===== src/core/leadoff_cfg_pkg.sv =====
// Overview of operation
// - Lead-off at index 03, channel one 04
// - Threshold 7:5, current 3:2, ac/dc bit 0
// - Threshold code gives paired comparator levels
// - Current code: 6nA, 22nA, 6uA, 22uA
// - Bit 0 selects ac at rate/4
// - Powerdown 7, gain 6:4, input 3:0
// - Powerdown bit 1 powers channel down
// - Gain code maps to gain, 111 undefined
// - Input select decode, 1010 reserved
// - Channel one register resets to zero
package leadoff_cfg_pkg;

    localparam logic [7:0]  LEAD_OFF_INDEX      = 8'h03;
    localparam logic [7:0]  CHANNEL_ONE_INDEX   = 8'h04;
    localparam logic [7:0]  STATUS_INDEX        = 8'h07;
    localparam logic [7:0]  UNMAPPED_INDEX      = 8'hff;

    localparam int          THRESH_MSB          = 7;
    localparam int          THRESH_LSB          = 5;
    localparam int          FIXED_ONE_BIT       = 4;
    localparam int          CURRENT_MSB         = 3;
    localparam int          CURRENT_LSB         = 2;
    localparam int          FIXED_ZERO_BIT      = 1;
    localparam int          AC_DC_BIT           = 0;
    localparam int          POWERDOWN_BIT       = 7;
    localparam int          GAIN_MSB            = 6;
    localparam int          GAIN_LSB            = 4;
    localparam int          INSEL_MSB           = 3;
    localparam int          INSEL_LSB           = 0;

    localparam logic [7:0]  LEAD_OFF_RESET      = 8'h10;
    localparam logic [7:0]  CHANNEL_ONE_RESET   = 8'h00;

    localparam int          STAT_PHASE_BIT      = 0;
    localparam int          STAT_ACTIVE_BIT     = 1;
    localparam int          STAT_GAIN_UNDEF_BIT = 2;
    localparam int          STAT_INSEL_RSV_BIT  = 3;
    localparam int          STAT_SUPPLY_GAIN    = 4;
    localparam int          STAT_PD_UNSHORTED   = 5;

    localparam logic [9:0]  PERMILLE_FULL       = 10'h3e8;
    localparam logic [9:0]  THRESH_POS_PERMILLE [8] = '{
        10'h3b6, 10'h39d, 10'h384, 10'h36b, 10'h352, 10'h320, 10'h2ee, 10'h2bc
    };
    localparam logic [15:0] CURRENT_NANOAMP [4] = '{
        16'h0006, 16'h0016, 16'h1770, 16'h55f0
    };
    localparam logic [3:0]  GAIN_VALUE [8] = '{
        4'h6, 4'h1, 4'h2, 4'h3, 4'h4, 4'h8, 4'hc, 4'h0
    };
    localparam logic [2:0]  GAIN_UNITY          = 3'h1;
    localparam logic [2:0]  GAIN_UNDEFINED      = 3'h7;
    localparam logic [3:0]  INSEL_SHORTED       = 4'h1;
    localparam logic [3:0]  INSEL_SUPPLY        = 4'h3;
    localparam logic [3:0]  INSEL_LAST_DEFINED  = 4'h9;
    localparam int          INSEL_CODES         = 10;

    // Rate/4 square wave: half period is two output samples
    localparam logic [1:0]  TOGGLE_TICKS        = 2'h2;

endpackage


===== src/core/excitation_if.sv =====
interface excitation_if;
    logic sample_tick;
    logic ac_mode;
    logic phase;
    logic active;

    modport ctrl (
        output sample_tick,
        output ac_mode,
        input  phase,
        input  active
    );
    modport gen (
        input  sample_tick,
        input  ac_mode,
        output phase,
        output active
    );
endinterface


===== src/core/ac_excitation_gen.sv =====
module ac_excitation_gen (
    input  wire logic  hclk,
    input  wire logic  hresetn,
    excitation_if.gen  exc
);
    logic [1:0] count;
    logic       phase;
    logic [1:0] next_count;
    logic       next_phase;

    assign exc.phase  = phase;
    assign exc.active = exc.ac_mode;

    always_comb begin
        next_count = count;
        next_phase = phase;
        if (!exc.ac_mode) begin
            // Dc mode holds a steady level, restart cleanly on re-entry
            next_count = 2'h0;
            next_phase = 1'b0;
        end else if (exc.sample_tick) begin
            if (count + 2'h1 == leadoff_cfg_pkg::TOGGLE_TICKS) begin
                next_count = 2'h0;
                next_phase = ~phase;
            end else begin
                next_count = count + 2'h1;
            end
        end
    end

    always_ff @(posedge hclk or negedge hresetn) begin
        if (!hresetn) begin
            count <= 2'h0;
            phase <= 1'b0;
        end else begin
            count <= next_count;
            phase <= next_phase;
        end
    end
endmodule


===== src/core/leadoff_channel_config_regs.sv =====
// Implementation choice: register access over AHB-Lite.
module leadoff_channel_config_regs (
    input  wire logic        hclk,
    input  wire logic        hresetn,
    input  wire logic        hsel,
    input  wire logic [31:0] haddr,
    input  wire logic [1:0]  htrans,
    input  wire logic        hwrite,
    input  wire logic [2:0]  hsize,
    input  wire logic [31:0] hwdata,
    input  wire logic        hready,
    output logic             hreadyout,
    output logic             hresp,
    output logic [31:0]      hrdata,
    input  wire logic        sample_tick,
    output logic [2:0]       comparator_threshold_code,
    output logic [9:0]       threshold_pos_permille,
    output logic [9:0]       threshold_neg_permille,
    output logic [1:0]       excitation_current_code,
    output logic [15:0]      excitation_current_na,
    output logic             ac_dc_detect_select,
    output logic             excitation_phase,
    output logic             channel_one_powerdown,
    output logic [2:0]       channel_one_gain_code,
    output logic [3:0]       channel_one_gain_value,
    output logic [3:0]       channel_one_input_select,
    output logic [9:0]       input_select_onehot,
    output logic             input_select_reserved
);
    // Bus and register state
    logic [7:0]  lead_off_control;
    logic [7:0]  channel_one_settings;
    logic        wr_pending;
    logic [7:0]  wr_index;
    logic [7:0]  next_lead_off_control;
    logic [7:0]  next_channel_one_settings;
    logic        next_wr_pending;
    logic [7:0]  next_wr_index;
    logic [31:0] next_hrdata;
    logic [7:0]  addr_index;
    logic        addr_phase;
    logic [7:0]  status;

    // Decoded outputs
    logic [9:0]  next_pos;
    logic [9:0]  next_neg;
    logic [15:0] next_current_na;
    logic [3:0]  next_gain_value;
    logic [9:0]  next_onehot;
    logic        next_reserved;
    logic        next_phase;
    logic        gain_undefined;
    logic        supply_gain_bad;
    logic        pd_unshorted;

    excitation_if exc ();

    ac_excitation_gen gen_inst (
        .hclk    (hclk),
        .hresetn (hresetn),
        .exc     (exc)
    );

    assign exc.sample_tick = sample_tick;
    assign exc.ac_mode     = lead_off_control[leadoff_cfg_pkg::AC_DC_BIT];

    // Upper address bits and the low two bits must be clear; anything else is unmapped
    assign addr_index = (haddr[31:10] == 22'h0 && haddr[1:0] == 2'h0)
                        ? haddr[9:2] : leadoff_cfg_pkg::UNMAPPED_INDEX;
    assign addr_phase = hsel && htrans[1] && hready;

    // Host misuse flags: device stores the value regardless
    assign gain_undefined  = channel_one_settings[leadoff_cfg_pkg::GAIN_MSB:
                             leadoff_cfg_pkg::GAIN_LSB] == leadoff_cfg_pkg::GAIN_UNDEFINED;
    assign supply_gain_bad = channel_one_settings[leadoff_cfg_pkg::INSEL_MSB:
                             leadoff_cfg_pkg::INSEL_LSB] == leadoff_cfg_pkg::INSEL_SUPPLY
                             && channel_one_settings[leadoff_cfg_pkg::GAIN_MSB:
                             leadoff_cfg_pkg::GAIN_LSB] != leadoff_cfg_pkg::GAIN_UNITY;
    assign pd_unshorted    = channel_one_settings[leadoff_cfg_pkg::POWERDOWN_BIT]
                             && channel_one_settings[leadoff_cfg_pkg::INSEL_MSB:
                             leadoff_cfg_pkg::INSEL_LSB] != leadoff_cfg_pkg::INSEL_SHORTED;

    always_comb begin
        status = 8'h00;
        status[leadoff_cfg_pkg::STAT_PHASE_BIT]      = exc.phase;
        status[leadoff_cfg_pkg::STAT_ACTIVE_BIT]     = exc.active;
        status[leadoff_cfg_pkg::STAT_GAIN_UNDEF_BIT] = gain_undefined;
        status[leadoff_cfg_pkg::STAT_INSEL_RSV_BIT]  = input_select_reserved;
        status[leadoff_cfg_pkg::STAT_SUPPLY_GAIN]    = supply_gain_bad;
        status[leadoff_cfg_pkg::STAT_PD_UNSHORTED]   = pd_unshorted;
    end

    // Bus group: write lands in data phase, read data forms in address phase
    always_comb begin
        next_lead_off_control     = lead_off_control;
        next_channel_one_settings = channel_one_settings;
        next_wr_pending           = 1'b0;
        next_wr_index             = wr_index;
        next_hrdata               = hrdata;
        if (wr_pending) begin
            // Whole byte kept, fixed and reserved codes included
            case (wr_index)
                leadoff_cfg_pkg::LEAD_OFF_INDEX: begin
                    next_lead_off_control = hwdata[7:0];
                end
                leadoff_cfg_pkg::CHANNEL_ONE_INDEX: begin
                    next_channel_one_settings = hwdata[7:0];
                end
                default: begin
                end
            endcase
        end
        if (addr_phase) begin
            next_wr_pending = hwrite;
            next_wr_index   = addr_index;
            next_hrdata     = 32'h0000_0000;
            // Reads see a write finishing in this same cycle
            if (!hwrite) begin
                case (addr_index)
                    leadoff_cfg_pkg::LEAD_OFF_INDEX: begin
                        next_hrdata[7:0] = next_lead_off_control;
                    end
                    leadoff_cfg_pkg::CHANNEL_ONE_INDEX: begin
                        next_hrdata[7:0] = next_channel_one_settings;
                    end
                    leadoff_cfg_pkg::STATUS_INDEX: begin
                        next_hrdata[7:0] = status;
                    end
                    default: begin
                        next_hrdata = 32'h0000_0000;
                    end
                endcase
            end
        end
    end

    always_ff @(posedge hclk or negedge hresetn) begin
        if (!hresetn) begin
            lead_off_control     <= leadoff_cfg_pkg::LEAD_OFF_RESET;
            channel_one_settings <= leadoff_cfg_pkg::CHANNEL_ONE_RESET;
            wr_pending           <= 1'b0;
            wr_index             <= 8'h00;
            hrdata               <= 32'h0000_0000;
            hreadyout            <= 1'b1;
            hresp                <= 1'b0;
        end else begin
            lead_off_control     <= next_lead_off_control;
            channel_one_settings <= next_channel_one_settings;
            wr_pending           <= next_wr_pending;
            wr_index             <= next_wr_index;
            hrdata               <= next_hrdata;
            hreadyout            <= 1'b1;
            hresp                <= 1'b0;
        end
    end

    // Per-code input select decode
    genvar i;
    generate
        for (i = 0; i < leadoff_cfg_pkg::INSEL_CODES; i++) begin : g_insel
            assign next_onehot[i] = channel_one_settings[leadoff_cfg_pkg::INSEL_MSB:
                                    leadoff_cfg_pkg::INSEL_LSB] == 4'(i);
        end
    endgenerate

    // Decode group: one cycle behind the stored fields
    always_comb begin
        next_pos = leadoff_cfg_pkg::THRESH_POS_PERMILLE[lead_off_control[
                   leadoff_cfg_pkg::THRESH_MSB:leadoff_cfg_pkg::THRESH_LSB]];
        next_neg = leadoff_cfg_pkg::PERMILLE_FULL - next_pos;
        next_current_na = leadoff_cfg_pkg::CURRENT_NANOAMP[lead_off_control[
                          leadoff_cfg_pkg::CURRENT_MSB:leadoff_cfg_pkg::CURRENT_LSB]];
        next_gain_value = leadoff_cfg_pkg::GAIN_VALUE[channel_one_settings[
                          leadoff_cfg_pkg::GAIN_MSB:leadoff_cfg_pkg::GAIN_LSB]];
        next_reserved = channel_one_settings[leadoff_cfg_pkg::INSEL_MSB:
                        leadoff_cfg_pkg::INSEL_LSB] > leadoff_cfg_pkg::INSEL_LAST_DEFINED;
        next_phase = exc.phase;
    end

    always_ff @(posedge hclk or negedge hresetn) begin
        if (!hresetn) begin
            comparator_threshold_code <= 3'h0;
            threshold_pos_permille    <= 10'h000;
            threshold_neg_permille    <= 10'h000;
            excitation_current_code   <= 2'h0;
            excitation_current_na     <= 16'h0000;
            ac_dc_detect_select       <= 1'b0;
            excitation_phase          <= 1'b0;
            channel_one_powerdown     <= 1'b0;
            channel_one_gain_code     <= 3'h0;
            channel_one_gain_value    <= 4'h0;
            channel_one_input_select  <= 4'h0;
            input_select_onehot       <= 10'h000;
            input_select_reserved     <= 1'b0;
        end else begin
            comparator_threshold_code <= lead_off_control[leadoff_cfg_pkg::THRESH_MSB:
                                         leadoff_cfg_pkg::THRESH_LSB];
            threshold_pos_permille    <= next_pos;
            threshold_neg_permille    <= next_neg;
            excitation_current_code   <= lead_off_control[leadoff_cfg_pkg::CURRENT_MSB:
                                         leadoff_cfg_pkg::CURRENT_LSB];
            excitation_current_na     <= next_current_na;
            ac_dc_detect_select       <= lead_off_control[leadoff_cfg_pkg::AC_DC_BIT];
            excitation_phase          <= next_phase;
            channel_one_powerdown     <= channel_one_settings[
                                         leadoff_cfg_pkg::POWERDOWN_BIT];
            channel_one_gain_code     <= channel_one_settings[leadoff_cfg_pkg::GAIN_MSB:
                                         leadoff_cfg_pkg::GAIN_LSB];
            channel_one_gain_value    <= next_gain_value;
            channel_one_input_select  <= channel_one_settings[leadoff_cfg_pkg::INSEL_MSB:
                                         leadoff_cfg_pkg::INSEL_LSB];
            input_select_onehot       <= next_onehot;
            input_select_reserved     <= next_reserved;
        end
    end
endmodule


===== config.mk =====
export PLATFORM = sky130hd
export DESIGN_NAME = leadoff_channel_config_regs
export DESIGN_NICKNAME = d
export VERILOG_FILES = /design/src/core/leadoff_cfg_pkg.sv /design/src/core/excitation_if.sv /design/src/core/ac_excitation_gen.sv /design/src/core/leadoff_channel_config_regs.sv
export SDC_FILE = /design/constraint.sdc
export NUM_CORES = 1
export LEC_CHECK = 0
export ABC_AREA = 1
export BUFFER_PORTS_ARGS = -buffer_cell sky130_fd_sc_hd__buf_2
export CAP_MARGIN = 20
export CORE_MARGIN = 8
export CORE_UTILIZATION = 47
export CTS_CLUSTER_SIZE = 16
export DETAILED_ROUTE_END_ITERATION = 6
export GPL_TIMING_DRIVEN = 0
export PLACE_DENSITY_LB_ADDON = 0.1
export SLEW_MARGIN = 30
export SYNTH_ARGS = -nofsm -noshare
export SYNTH_HDL_FRONTEND = slang
export SYNTH_SLANG_ARGS = --single-unit

===== constraint.sdc =====
create_clock -name hclk -period 1.8 [get_ports hclk]
set_clock_uncertainty 0.05 [all_clocks]
set_input_delay 0.36 -clock hclk [delete_from_list [all_inputs] [get_ports hclk]]
set_output_delay 0.36 -clock hclk [all_outputs]
set_load 0.05 [all_outputs]

### Word level (Yosys, flattened, before mapping)

Memories as Yosys holds them, arrays and structs flattened. A register that Yosys moved wholly into a read port is not among the register bits.
Index checks and enable logic that the tools add are counted.

| storage, ports and cells | value |
|---|---|
| logic and storage cells | 79 |
| bits in read-only memories | 112 |
| bits in registers | 122 |
| RAM bits | 0 |
| output and inout bits | 100 |
| bits in latches | 0 |
| input bits | 75 |
| memories kept | 2 |

| operators by class | value |
|---|---|
| divide/modulo/power cells | 0 |
| equal/unequal tests | 20 |
| reduce and logical (&&, ||, !) cells | 10 |
| muxes and demuxes | 19 |
| shift-type cells | 0 |
| bitwise operators | 4 |
| multiply operators | 0 |
| add/sub/neg operators | 2 |
| $lt $le $gt $ge | 3 |

Memories:

| memory | words | width | read ports | clocked after memory_dff | wr ports | line | source |
|---|---|---|---|---|---|---|---|
| (no name shown) | 8 | 10 | 1 | 0 | 0 | leadoff_channel_config_regs.sv:168 | `next_pos = leadoff_cfg_pkg::THRESH_POS_PERMILLE[lead_off_control[` |
| (no name shown) | 8 | 4 | 1 | 1 | 0 | leadoff_channel_config_regs.sv:173 | `next_gain_value = leadoff_cfg_pkg::GAIN_VALUE[channel_one_settings[` |

Operators with widths:

| operator | number |
|---|---|
| 2-to-1 mux 8 bit | 6 |
| binary-select mux 16 bit (select 2 bit) | 1 |
| 2-to-1 mux 16 bit | 2 |
| == test 8 x 3 -> 1 bit (second input constant) | 3 |
| one-hot mux 8 bit (3 select lines) | 1 |
| logical NOT 22 bit | 1 |
| 2-to-1 mux 10 bit | 2 |
| == test 4 x 3 -> 1 bit (second input constant) | 4 |
| == test 8 x 2 -> 1 bit (second input constant) | 2 |
| subtractor 10 bit (first input constant) | 1 |
| == test 4 x 2 -> 1 bit (second input constant) | 2 |
| == test 4 bit (second input constant) | 2 |
| inverter 3 -> 4 bit | 2 |
| 2-to-1 mux 2 bit | 3 |
| logical AND 1 bit | 5 |
| == test 4 x 1 -> 1 bit (second input constant) | 1 |
| >= comparator 4 bit (second input constant) | 1 |
| greater-than comparator 4 bit (second input constant) | 1 |
| logical NOT 4 bit | 1 |
| 2-to-1 mux 1 bit | 4 |
| != test 4 x 1 -> 1 bit (second input constant) | 1 |
| == test 3 bit (second input constant) | 1 |
| >= comparator 3 bit (second input constant) | 1 |
| != test 3 x 1 -> 1 bit (second input constant) | 1 |
| other kinds (9) | 9 |

### Logic depth before layout (Yosys ltp)

Gate-level depths: netlist of the first run.

| depth | value |
|---|---|
| word-level depth | 6 |
| gate-level depth with buffers | 12 |
| depth with buffers taken out | 11 |

### Cells and area by module

A second synthesis of the first run with hierarchy kept.

| second synthesis, totals | value |
|---|---|
| cells, all modules | 404 |
| area total of the unflattened synthesis | 3,871.2 µm² |

Modules (own cells, without submodules):

| module | area each (µm²) | instances | cells an instance | seq. area each (µm²) |
|---|---|---|---|---|
| leadoff_channel_config_regs | 3,744.8 | 1 | 389 | 2,128.3 |
| ac_excitation_gen | 126.4 | 1 | 15 | 75.1 |

### Worst setup path after synthesis of the first run

No wires, ideal clock.

| path | value |
|---|---|
| path type | reg-to-reg |
| from | reg lead_off_control[6] |
| to | reg threshold_neg_permille[6] |
| stages on the path, launching flop included | 9 |
| setup time | 0.124 ns |
| arrival time | 1.464 ns |
| slack | 0.162 ns |
| buffers on the path | 0 |
| clock period less this slack | 1.638 ns |
| required time | 1.626 ns |
| cell sequence | dfrtp_1 -> inv_1 -> ha_1 -> inv_1 -> a21oi_1 -> inv_1 -> nor2_1 -> nor2_1 -> or2_1 |

| on the way | value |
|---|---|
| cells in the longest elaborated chain, start to end | 5 |

RTL lines:

| what | line | source |
|---|---|---|
| from (decl) | leadoff_channel_config_regs.sv:31 | `logic [7:0] lead_off_control;` |
| from (signal assigned) | leadoff_channel_config_regs.sv:139 | `lead_off_control <= leadoff_cfg_pkg::LEAD_OFF_RESET;` |
| from (signal assigned) | leadoff_channel_config_regs.sv:147 | `lead_off_control <= next_lead_off_control;` |
| inverter 3 -> 4 bit (not written as such) | leadoff_channel_config_regs.sv:168 |  |
| memory read (8 x 10 bit) | n/a |  |
| 2-to-1 mux 10 bit (not written as such) (2 in series) | leadoff_channel_config_regs.sv:168 |  |
| net next_pos[4] | leadoff_channel_config_regs.sv:45 | `logic [9:0] next_pos;` |
| subtractor 10 bit | leadoff_channel_config_regs.sv:170 | `next_neg = leadoff_cfg_pkg::PERMILLE_FULL - next_pos;` |
| net next_neg[6] | leadoff_channel_config_regs.sv:46 | `logic [9:0] next_neg;` |
| to (signal assigned) | leadoff_channel_config_regs.sv:199 | `threshold_neg_permille <= next_neg;` |
| to (decl) | leadoff_channel_config_regs.sv:18 | `output logic [9:0] threshold_neg_permille,` |

The timed path passes the listed nets, and every way through them passes these cells. The select of a mux whose other input is x is not followed.
A chain may end at the register's enable or synchronous reset.

### Final worst setup path of the first run

| path | value |
|---|---|
| from | reg wr_index[5] |
| to | reg hrdata[4] |

| on the way | value |
|---|---|
| cells in the longest elaborated chain, start to end | 5 |
| elaborated cells on any way between the ends | 8 |
| classes of those cells | 2 x eq/ne; 6 x mux |

RTL lines:

| what | line | source |
|---|---|---|
| from (decl) | leadoff_channel_config_regs.sv:34 | `logic [7:0] wr_index;` |
| from (signal assigned) | leadoff_channel_config_regs.sv:150 | `wr_index <= next_wr_index;` |
| == test 8 x 2 -> 1 bit | leadoff_channel_config_regs.sv:102 | `case (wr_index)` |
| 2-to-1 mux 8 bit | leadoff_channel_config_regs.sv:102 |  |
| 2-to-1 mux 8 bit | leadoff_channel_config_regs.sv:100 | `if (wr_pending) begin` |
| net next_lead_off_control[4] | leadoff_channel_config_regs.sv:35 | `logic [7:0] next_lead_off_control;` |
| one-hot mux 8 bit (3 select lines) | leadoff_channel_config_regs.sv:119 | `case (addr_index)` |
| 2-to-1 mux 8 bit | leadoff_channel_config_regs.sv:118 | `if (!hwrite) begin` |
| to (signal assigned) | leadoff_channel_config_regs.sv:151 | `hrdata <= next_hrdata;` |
| to (decl) | leadoff_channel_config_regs.sv:14 | `output logic [31:0] hrdata,` |

The timed path passes the listed nets, and every way through them passes these cells.

==> results.sh, run 1 <==
export IMPL_status="completed"
export IMPL_layout_commonest_cell="buf_2"
export IMPL_final_cell_mix="buf_2, dfrtp_1, nand2_1, buf_4, nand3_1"
export IMPL_slew_violations=0
export IMPL_diodes=0
export IMPL_clk_latency_ns=0.36
export IMPL_htreeDepth=3
export IMPL_setup_viol=0
export IMPL_synth_seq_area_share_pct=56.0
export IMPL_synthesis_instances=403
export IMPL_nets=659
export IMPL_vdd_drop_max_v=0.000465
export IMPL_grt_util_all_layers_pct=15.0
export IMPL_drv_cap=0
export IMPL_synth_simple_gate_area_share_pct=23.6
export IMPL_period_minus_slack_ns=1.77
export IMPL_crit_fanout=5
export IMPL_cts_sinks=88
export IMPL_total_power_w=0.00419
export IMPL_place_area_um2=4790
export IMPL_grt_overflow_total=0
export IMPL_intPower_w=0.00301
export IMPL_viasPerCell=4.47
export IMPL_gp_congestion=0.829
export IMPL_antenna_found_initial=0
export IMPL_crit_required_ns=2.06
export IMPL_synthMuxAreaShare_pct=0
export IMPL_die_w_um=108
export IMPL_yosys_warnings=0
export IMPL_crit_buf_inv=2
export IMPL_clkPwrFrac_pct=36.5
export IMPL_hold_path_class="input pin to flop"
export IMPL_area_growth_pct=33.5
export IMPL_slew_headroom_pct=66.5
export IMPL_fp_row_count=33
export IMPL_p_seq_share_pct=50.1
export IMPL_initial_core_util_pct=48.2
export IMPL_drt_first_pass_iters=4
export IMPL_cts_inserted_buffers=9
export IMPL_crit_arrival_ns=2.02
export IMPL_syn_area_um2=3940
export IMPL_grt_max_degree=46
export IMPL_synth_adder_area_share_pct=2.22
export IMPL_avgSynthCellArea_um2=9.77
export IMPL_cts_root_buf="clkbuf_8"
export IMPL_fin_area_um2=5260
export IMPL_tightest_slew_ns=0.497
export IMPL_end_kind="flop"
export IMPL_reg2reg_depth=9
export IMPL_hpwl_um=6700
export IMPL_p_comb_share_pct=13.4
export IMPL_drt_initial_drc_count=105
export IMPL_switchingPower_w=0.00118
export IMPL_r2r_start="wr_index[5]$_DFFE_PN0P_"
export IMPL_crit_slowest_cell="dfrtp_1"
export IMPL_antenna_left=0
export IMPL_cts_buffer_depth=2
export IMPL_io_pins=175
export IMPL_path_class="flop to flop"
export IMPL_dieArea_um2=11600
export IMPL_p_sw_share_pct=28.2
export IMPL_die_h_um=108
export IMPL_drc=0
export IMPL_power_density_nw_per_um2=796
export IMPL_via_count=3071
export IMPL_drive_above_1_share_pct=40.7
export IMPL_timing_final_crit_share_pct=98.1
export IMPL_coreArea_um2=8180
export IMPL_r2r_end="hrdata[4]$_DFFE_PN0P_"
export IMPL_synth_seq_cells=88
export IMPL_p_leak_nw=2.86
export IMPL_synth_xor_area_share_pct=0.890
export IMPL_synth_top_family_by_area="simple AND/OR/NAND/NOR gates"
export IMPL_ff2ff_setup_slack_ns=0.03
export IMPL_path_common_cell="nand3_1"
export IMPL_io_buffer_count=115
export IMPL_max_stage_delay_ns=0.42
export IMPL_grt_pass1_wl_um=14000
export IMPL_grt_pass1_vias=3091
export IMPL_crit_chain="nor4_4 -> buf_6 -> clkbuf_16 -> nand3_1 -> nand2_1 -> nand3_1 -> nand3_2 -> nand3_1 -> nand2_1"
export IMPL_synth_cell_types=37
export IMPL_min_from="haddr[9]"
export IMPL_wl_per_cell_um=12.9
export IMPL_start_kind="flop"
export IMPL_holdPathEnd="wr_index[7]$_DFFE_PN0P_"
export IMPL_crit_family="simple AND/OR/NAND/NOR gates"
export IMPL_tritoncts="built"
export IMPL_utilization_pct=64.3
export IMPL_final_hold_viol_count=0
export IMPL_wl_um=8840
export IMPL_grt_setup_unrepaired="yes"
export IMPL_whs_path_depth=3
export IMPL_path_clk_slew_ns=0.09
export IMPL_synth_compound_area_share_pct=4.29
export IMPL_fmax_mhz=566
[stage by stage]
step	worst slack [ns]	hold WS [ns]	TNS (ns)	std cells
3_3_place_gp	-0.363	0.333	-31.97	654
3_5_place_dp	-0.128	0.251	-0.689	655
6_report	0.0346	0.199	0	687
5_1_grt	-0.0393	0.202	-0.168	687
4_1_cts	0.00367	0.184	0	679
2_1_floorplan	0.162	0.0144	0	434
[worst reg2reg max path, delay by kind of cell, from the launching register on]
kind / cells / cell delay (ns)
AND/OR/NAND/NOR: 7 / 0.89
flip-flops: 1 / 0.42
buffers and inverters: 2 / 0.35
[routing by layer]
metal  global-route usage (%)  wire length (um)  share of wire, %
met2                     24.6              4280                48
met1                     18.1              3690                42
met4                     4.56                81              0.92
met5                        0                 0                 0
met3                     5.33               796               9.0
[power groups by stage]
stage | Sequential [W] | Combinational [W] | Clock, W
after floorplan | 0.00222 | 0.000288 | 0
after global placement | 0.00213 | 0.000523 | 0
after detailed placement | 0.00214 | 0.000538 | 0
after CTS | 0.00210 | 0.000548 | 0.00155
after global routing | 0.00211 | 0.000607 | 0.00163
final | 0.00210 | 0.000560 | 0.00153
[worst max-delay path by stage]
stage                                       start                                  end  slack [ns]  cells after the start
CTS                       wr_index[1]$_DFFE_PN0P_                hrdata[2]$_DFFE_PN0P_       0.004                     10
global route              wr_index[5]$_DFFE_PN0P_                hrdata[2]$_DFFE_PN0P_       -0.04                      9
finish                    wr_index[5]$_DFFE_PN0P_                hrdata[4]$_DFFE_PN0P_        0.03                      9
floorplan           lead_off_control[6]$_DFF_PN0_  threshold_neg_permille[6]$_DFF_PN0_        0.16                      8
global placement                          hresetn  threshold_pos_permille[5]$_DFF_PN0_       -0.36                      1
detailed placement                      haddr[19]                hrdata[4]$_DFFE_PN0P_       -0.13                     12
[cells in the mapped netlist]
cell type / n / area share [%]
nand3_2: 2 / 0.51
o21ai_0: 9 / 1.1
nor2_2: 2 / 0.32
o21ai_1: 1 / 0.13
inv_2: 2 / 0.19
xor2_1: 4 / 0.89
buf_2: 1 / 0.13
buf_4: 40 / 7.6
a22oi_1: 1 / 0.19
nand3_1: 51 / 6.5
a21oi_1: 6 / 0.76
nor4_4: 2 / 1.1
clkinv_1: 1 / 0.095
nor2_1: 37 / 3.5
conb_1: 2 / 0.19
nor2_8: 2 / 1.0
or2_1: 2 / 0.32
nor2_4: 2 / 0.57
o21ai_2: 4 / 0.89
clkbuf_1: 1 / 0.095
a21o_1: 1 / 0.19
nand2_1: 72 / 6.9
nand2_4: 1 / 0.29
o21a_1: 1 / 0.19
nor3_2: 1 / 0.25
or2_2: 2 / 0.32
nand4_1: 1 / 0.16
dfstp_2: 1 / 0.67
inv_1: 37 / 3.5
a2bb2oi_1: 1 / 0.22
buf_6: 4 / 1.1
ha_1: 7 / 2.2
nand2_2: 9 / 1.4
nor3_1: 4 / 0.51
a31oi_1: 1 / 0.16
a21oi_4: 1 / 0.41
dfrtp_1: 87 / 55
[flip-flops by register name (all words and copies together), names as in the netlist]
register / cells
ac_dc_detect_select: 1
channel_one_gain_code: 3
channel_one_gain_value: 4
channel_one_input_select: 4
channel_one_powerdown: 1
channel_one_settings: 8
comparator_threshold_code: 3
excitation_current_code: 1
excitation_current_na: 5
excitation_phase: 1
gen_inst.count: 2
gen_inst.exc.phase: 1
hrdata: 8
input_select_onehot: 10
input_select_reserved: 1
lead_off_control: 8
threshold_neg_permille: 10
threshold_pos_permille: 8
wr_index: 8
wr_pending: 1
[repair_timing]
item	CTS	global route
hold endpoints to repair	43	0
pin swaps	5	18
setup endpoints to repair	9	10
resized for setup	5	16
hold buffers	1	0
cloned	0	1
buffers inserted	7	7
[cells by family (layout without fill, tap and decap cells)]
kind of cell | after synthesis | in the layout
XOR/XNOR | 4 | 4
buffers and inverters | 86 | 234
AO/OA/AOI/OAI | 26 | 26
flip-flops | 88 | 88
AND/OR/NAND/NOR | 190 | 190
other | 2 | 33
adder cells (fa/ha/maj) | 7 | 7
[layout make-up]
class / instances / area, um^2
plain buffers: 46 / 358
clock buffers: 9 / 124
clock inverters: 7 / 100
fillers: 708 / 2920
inverters: 40 / 150
multi-input cells: 260 / 1430
flip-flops and latches: 88 / 2200
well taps: 105 / 131
repair buffers: 132 / 761
Note: power is estimated with default switching activity, not from simulation.
==> run 2: changes to the inputs <==
- CORE_UTILIZATION: 47 -> 43
- clock period: 1.8 -> 1.55 ns (I/O delays scaled with it)
==> results.sh, run 2 (same netlist as run 1, synthesis figures left out) <==
export IMPL_status="finished, violations left"
export IMPL_failed_checks="negative setup slack"
export IMPL_r2r_start="wr_index[0]$_DFFE_PN0P_"
export IMPL_cts_inserted_buffers=9
export IMPL_cts_sinks=88
export IMPL_coreArea_um2=9060
export IMPL_wl_met2_um=4740
export IMPL_antenna_left=0
export IMPL_io_pins=175
export IMPL_layout_commonest_cell="buf_2"
export IMPL_min_from="haddr[6]"
export IMPL_final_cell_mix="buf_2, dfrtp_1, buf_4, nand2_1"
export IMPL_tritoncts="built"
export IMPL_drv_cap=0
export IMPL_hold_path_class="input pin to flop"
export IMPL_die_h_um=112
export IMPL_die_w_um=112
export IMPL_power_density_nw_per_um2=870
export IMPL_nets=677
export IMPL_antenna_found_initial=0
export IMPL_drt_first_pass_iters=4
export IMPL_cts_root_buf="clkbuf_8"
export IMPL_r2r_end="hrdata[3]$_DFFE_PN0P_"
export IMPL_place_area_um2=4800
export IMPL_grt_util_all_layers_pct=15.2
export IMPL_fp_row_count=35
export IMPL_cts_buffer_depth=2
export IMPL_path_clk_slew_ns=0.09
export IMPL_setup_viol=8
export IMPL_vdd_drop_max_v=0.000501
export IMPL_drc=0
export IMPL_grt_pass1_vias=3195
export IMPL_reg2reg_depth=10
export IMPL_timing_final_crit_share_pct=110
export IMPL_grt_max_degree=53
export IMPL_grt_pass1_wl_um=15400
export IMPL_gp_congestion=0.789
export IMPL_io_buffer_count=115
export IMPL_fin_setup_tns_ns=-0.988
export IMPL_drive_above_1_share_pct=46.9
export IMPL_whs_path_depth=3
export IMPL_ff2ff_setup_slack_ns=-0.16
export IMPL_wl_per_cell_um=13.8
export IMPL_wl_um=9780
export IMPL_period_minus_slack_ns=1.71
export IMPL_path_class="flop to flop"
export IMPL_holdPathEnd="wr_index[4]$_DFFE_PN0P_"
export IMPL_end_kind="flop"
export IMPL_htreeDepth=3
export IMPL_crit_arrival_ns=1.95
export IMPL_m1WireLength_um=4030
export IMPL_fin_area_um2=5510
export IMPL_wl_met3_um=869
export IMPL_area_growth_pct=40.0
export IMPL_largestRegisters="input_select_onehot: 10 flops, threshold_neg_permille: 10 flops"
export IMPL_hold_worst_slack_ns=0.172
export IMPL_viasPerCell=4.51
export IMPL_final_hold_viol_count=0
export IMPL_total_power_w=0.00480
export IMPL_utilization_pct=60.8
export IMPL_drt_initial_drc_count=139
export IMPL_crit_fanout=6
export IMPL_grt_setup_unrepaired="yes"
export IMPL_hpwl_um=7040
export IMPL_fin_ws_ns=-0.163
export IMPL_crit_required_ns=1.79
export IMPL_clk_latency_ns=0.34
export IMPL_via_count=3205
export IMPL_initial_core_util_pct=43.4
export IMPL_top_layer_used="met4"
export IMPL_grt_overflow_total=0
export IMPL_diodes=0
export IMPL_p_leak_nw=2.97
export IMPL_slew_violations=0
export IMPL_start_kind="flop"
export IMPL_fmax_mhz=584
export IMPL_dieArea_um2=12500
## run 2: final cells by class
class                      count  area, um^2
buffer                        46         358
clock buffer                  10         128
clock inverter                 5        81.3
fill                         742        3550
inverter                      40         156
multi-input combinational    262        1570
sequential                    88        2200
tap                          111         139
timing repair buffer         148         880
## run 2: how the worst max path moves through the flow
| stage | start | end | slack, ns |
|---|---|---|---|
| floorplan | wr_index[0]$_DFFE_PN0P_ | hrdata[3]$_DFFE_PN0P_ | -0.05 |
| global placement | hresetn | wr_index[7]$_DFFE_PN0P_ | -0.61 |
| global route | wr_index[0]$_DFFE_PN0P_ | hrdata[5]$_DFFE_PN0P_ | -0.23 |
| finish | wr_index[0]$_DFFE_PN0P_ | hrdata[3]$_DFFE_PN0P_ | -0.16 |
| CTS | wr_index[0]$_DFFE_PN0P_ | hrdata[4]$_DFFE_PN0P_ | -0.23 |
| detailed placement | wr_index[6]$_DFFE_PN0P_ | hrdata[2]$_DFFE_PN0P_ | -0.38 |
## run 2: timing repair
item	CTS	global route
endpoints found under the setup margin	29	21
resized for setup	15	45
hold endpoints to repair	51	0
buffers inserted	13	17
gates cloned	0	3
pin swaps	13	23
hold buffers	1	0
## run 2: power by group
group          switching, W  internal [W]
Clock              0.000788      0.000903
Combinational      0.000469      0.000199
Sequential        0.0000642       0.00237
Total               0.00132       0.00348
## run 2: worst max-delay path, cell delays in order, from the launching register on
cell and delay (ns):
dfrtp_1 0.40, or2_1 0.26, nor4_4 0.15, buf_4 0.18, buf_6 0.13, nand3_2 0.07, nand2_2 0.08, nand3_2 0.09
nand3_2 0.09, nand3_2 0.09, nand2_1 0.08
## run 2: routing by layer
layer	up-vias	track usage (%)
li1	1587	-
met1	1473	17.4
met2	132	25.1
met3	13	5.68
met4	0	6.02
met5	-	0
## run 2: through the flow
step	setup WS (ns)	instances
6_report	-0.163	710
5_1_grt	-0.231	710
3_5_place_dp	-0.382	661
3_3_place_gp	-0.607	660
2_1_floorplan	-0.0545	434
4_1_cts	-0.228	690
==> run 3: changes to the inputs <==
- GPL_TIMING_DRIVEN: 0 -> 1
- TNS_END_PERCENT: not set -> 5
==> results.sh, run 3 (same netlist as run 1, synthesis figures left out) <==
export IMPL_timing_final_crit_share_pct=110
export IMPL_path_class="flop to flop"
export IMPL_antenna_left=0
export IMPL_power_density_nw_per_um2=910
export IMPL_crit_arrival_ns=1.95
export IMPL_drc=0
export IMPL_p_leak_nw=2.68
export IMPL_status="finished, violations left"
export IMPL_fillCellCount=849
export IMPL_antenna_found_initial=0
export IMPL_grt_setup_unrepaired="yes"
export IMPL_cts_root_buf="clkbuf_8"
export IMPL_dieArea_um2=12500
export IMPL_htreeDepth=3
export IMPL_gp_congestion=0.807
export IMPL_hpwl_um=6930
export IMPL_coreArea_um2=9060
export IMPL_clk_latency_ns=0.36
export IMPL_period_minus_slack_ns=1.71
export IMPL_nets=633
export IMPL_grt_pass1_wl_um=14700
export IMPL_drt_first_pass_iters=4
export IMPL_grt_pass1_vias=3173
export IMPL_grt_util_all_layers_pct=14.5
export IMPL_wl_per_cell_um=13.1
export IMPL_crit_slowest_cell="dfrtp_1"
export IMPL_initial_core_util_pct=43.4
export IMPL_area_growth_pct=26.2
export IMPL_start_kind="flop"
export IMPL_tritoncts="built"
export IMPL_final_cell_mix="buf_2, dfrtp_1, nand2_1, nand3_1, inv_1"
export IMPL_vdd_drop_max_v=0.000434
export IMPL_cts_buffer_depth=2
export IMPL_drt_initial_drc_count=111
export IMPL_via_count=3011
export IMPL_grt_overflow_total=0
export IMPL_wl_um=8740
export IMPL_die_h_um=112
export IMPL_die_w_um=112
export IMPL_cts_inserted_buffers=9
export IMPL_post_cts_buffers=0
export IMPL_diodes=0
export IMPL_failed_checks="negative setup slack"
export IMPL_drive_above_1_share_pct=37.2
export IMPL_layout_commonest_cell="buf_2"
export IMPL_post_place_ws_ns=-0.335
export IMPL_grt_max_degree=33
export IMPL_path_common_cell="nand3_1"
export IMPL_fin_ws_ns=-0.155
export IMPL_slew_violations=0
export IMPL_ff2ff_setup_slack_ns=-0.16
export IMPL_path_clk_slew_ns=0.09
export IMPL_total_power_w=0.00452
export IMPL_hold_path_class="input pin to flop"
export IMPL_final_hold_viol_count=0
export IMPL_crit_chain="or2_1 -> nor4_4 -> buf_4 -> nand3_1 -> nand2_2 -> nand3_1 -> nand3_1 -> nand3_1 -> nand2_1"
export IMPL_crit_required_ns=1.79
export IMPL_io_pins=175
export IMPL_drv_cap=0
export IMPL_crit_fanout=6
export IMPL_largestRegisters="input_select_onehot: 10 flops, threshold_neg_permille: 10 flops"
export IMPL_io_buffer_count=115
export IMPL_max_stage_delay_ns=0.38
export IMPL_setup_viol=8
export IMPL_end_kind="flop"
export IMPL_viasPerCell=4.51
export IMPL_cts_sinks=88
export IMPL_utilization_pct=54.8
export IMPL_fmax_mhz=586
export IMPL_fp_row_count=35
-- run 3: timing repair --
action / in CTS / in global routing
endpoints found under the hold margin: 25 / 0
setup endpoints to repair: 9 / 13
hold buffers: 1 / 0
pin swaps: 0 / 1
gates resized for setup: 2 / 11
-- run 3: layout make-up --
cell class | instances | area, um^2 | area share, %
timing repair buffer | 152 | 900 | 18.1
sequential | 88 | 2200 | 44.3
clock inverter | 6 | 50.0 | 1.01
multi-input combinational | 260 | 1390 | 28.0
clock buffer | 10 | 138 | 2.77
inverter | 40 | 150 | 3.02
tap | 111 | 139 | 2.80
-- run 3: power breakdown --
part	total [W]	switching, W	internal (W)
combinational	0.000595	0.000454	0.000140
clock	0.00150	0.000847	0.000649
sequential	0.00243	0.0000558	0.00237
total	0.00452	0.00136	0.00316
-- run 3: path summary, 6_finish.rpt --
path | startpoint | end | cells after the start
hold reg to reg | channel_one_settings[7]$_DFF_PN0_ | channel_one_powerdown$_DFF_PN0_ | 0
setup / recovery | wr_index[0]$_DFFE_PN0P_ | hrdata[4]$_DFFE_PN0P_ | 9
hold / removal | haddr[6] | wr_index[4]$_DFFE_PN0P_ | 3
max in group asynchronous | hresetn | channel_one_settings[3]$_DFF_PN0_ | 3
min in group asynchronous | hresetn | channel_one_settings[5]$_DFF_PN0_ | 2
setup reg to reg | wr_index[0]$_DFFE_PN0P_ | hrdata[4]$_DFFE_PN0P_ | 9
-- run 3: through the flow --
step,instances,area (um^2),hold WS [ns],TNS (ns)
3_5_place_dp,650,4730,0.224,-2.65
5_1_grt,667,4970,0.142,-2.06
6_report,667,4970,0.143,-0.908
3_3_place_gp,650,4730,0.227,-2.16
4_1_cts,667,4930,0.125,-0.983
2_1_floorplan,434,4060,-0.0356,-0.422
-- run 3: worst max-delay path: cells and delay by family (launching register included) --
kind | cells | cell delay (ns)
buffers and inverters | 1 | 0.21
DFF | 1 | 0.38
and+or+nand+nor | 8 | 1.01
-- run 3: routing by layer --
metal	vias up	part of all wire [%]	GRT usage [%]
met4	0	1.2	4.92
met3	8	8.9	6.17
met5	-	0	0
met2	123	46	23.0
li1	1494	-	-
met1	1386	44	17.4
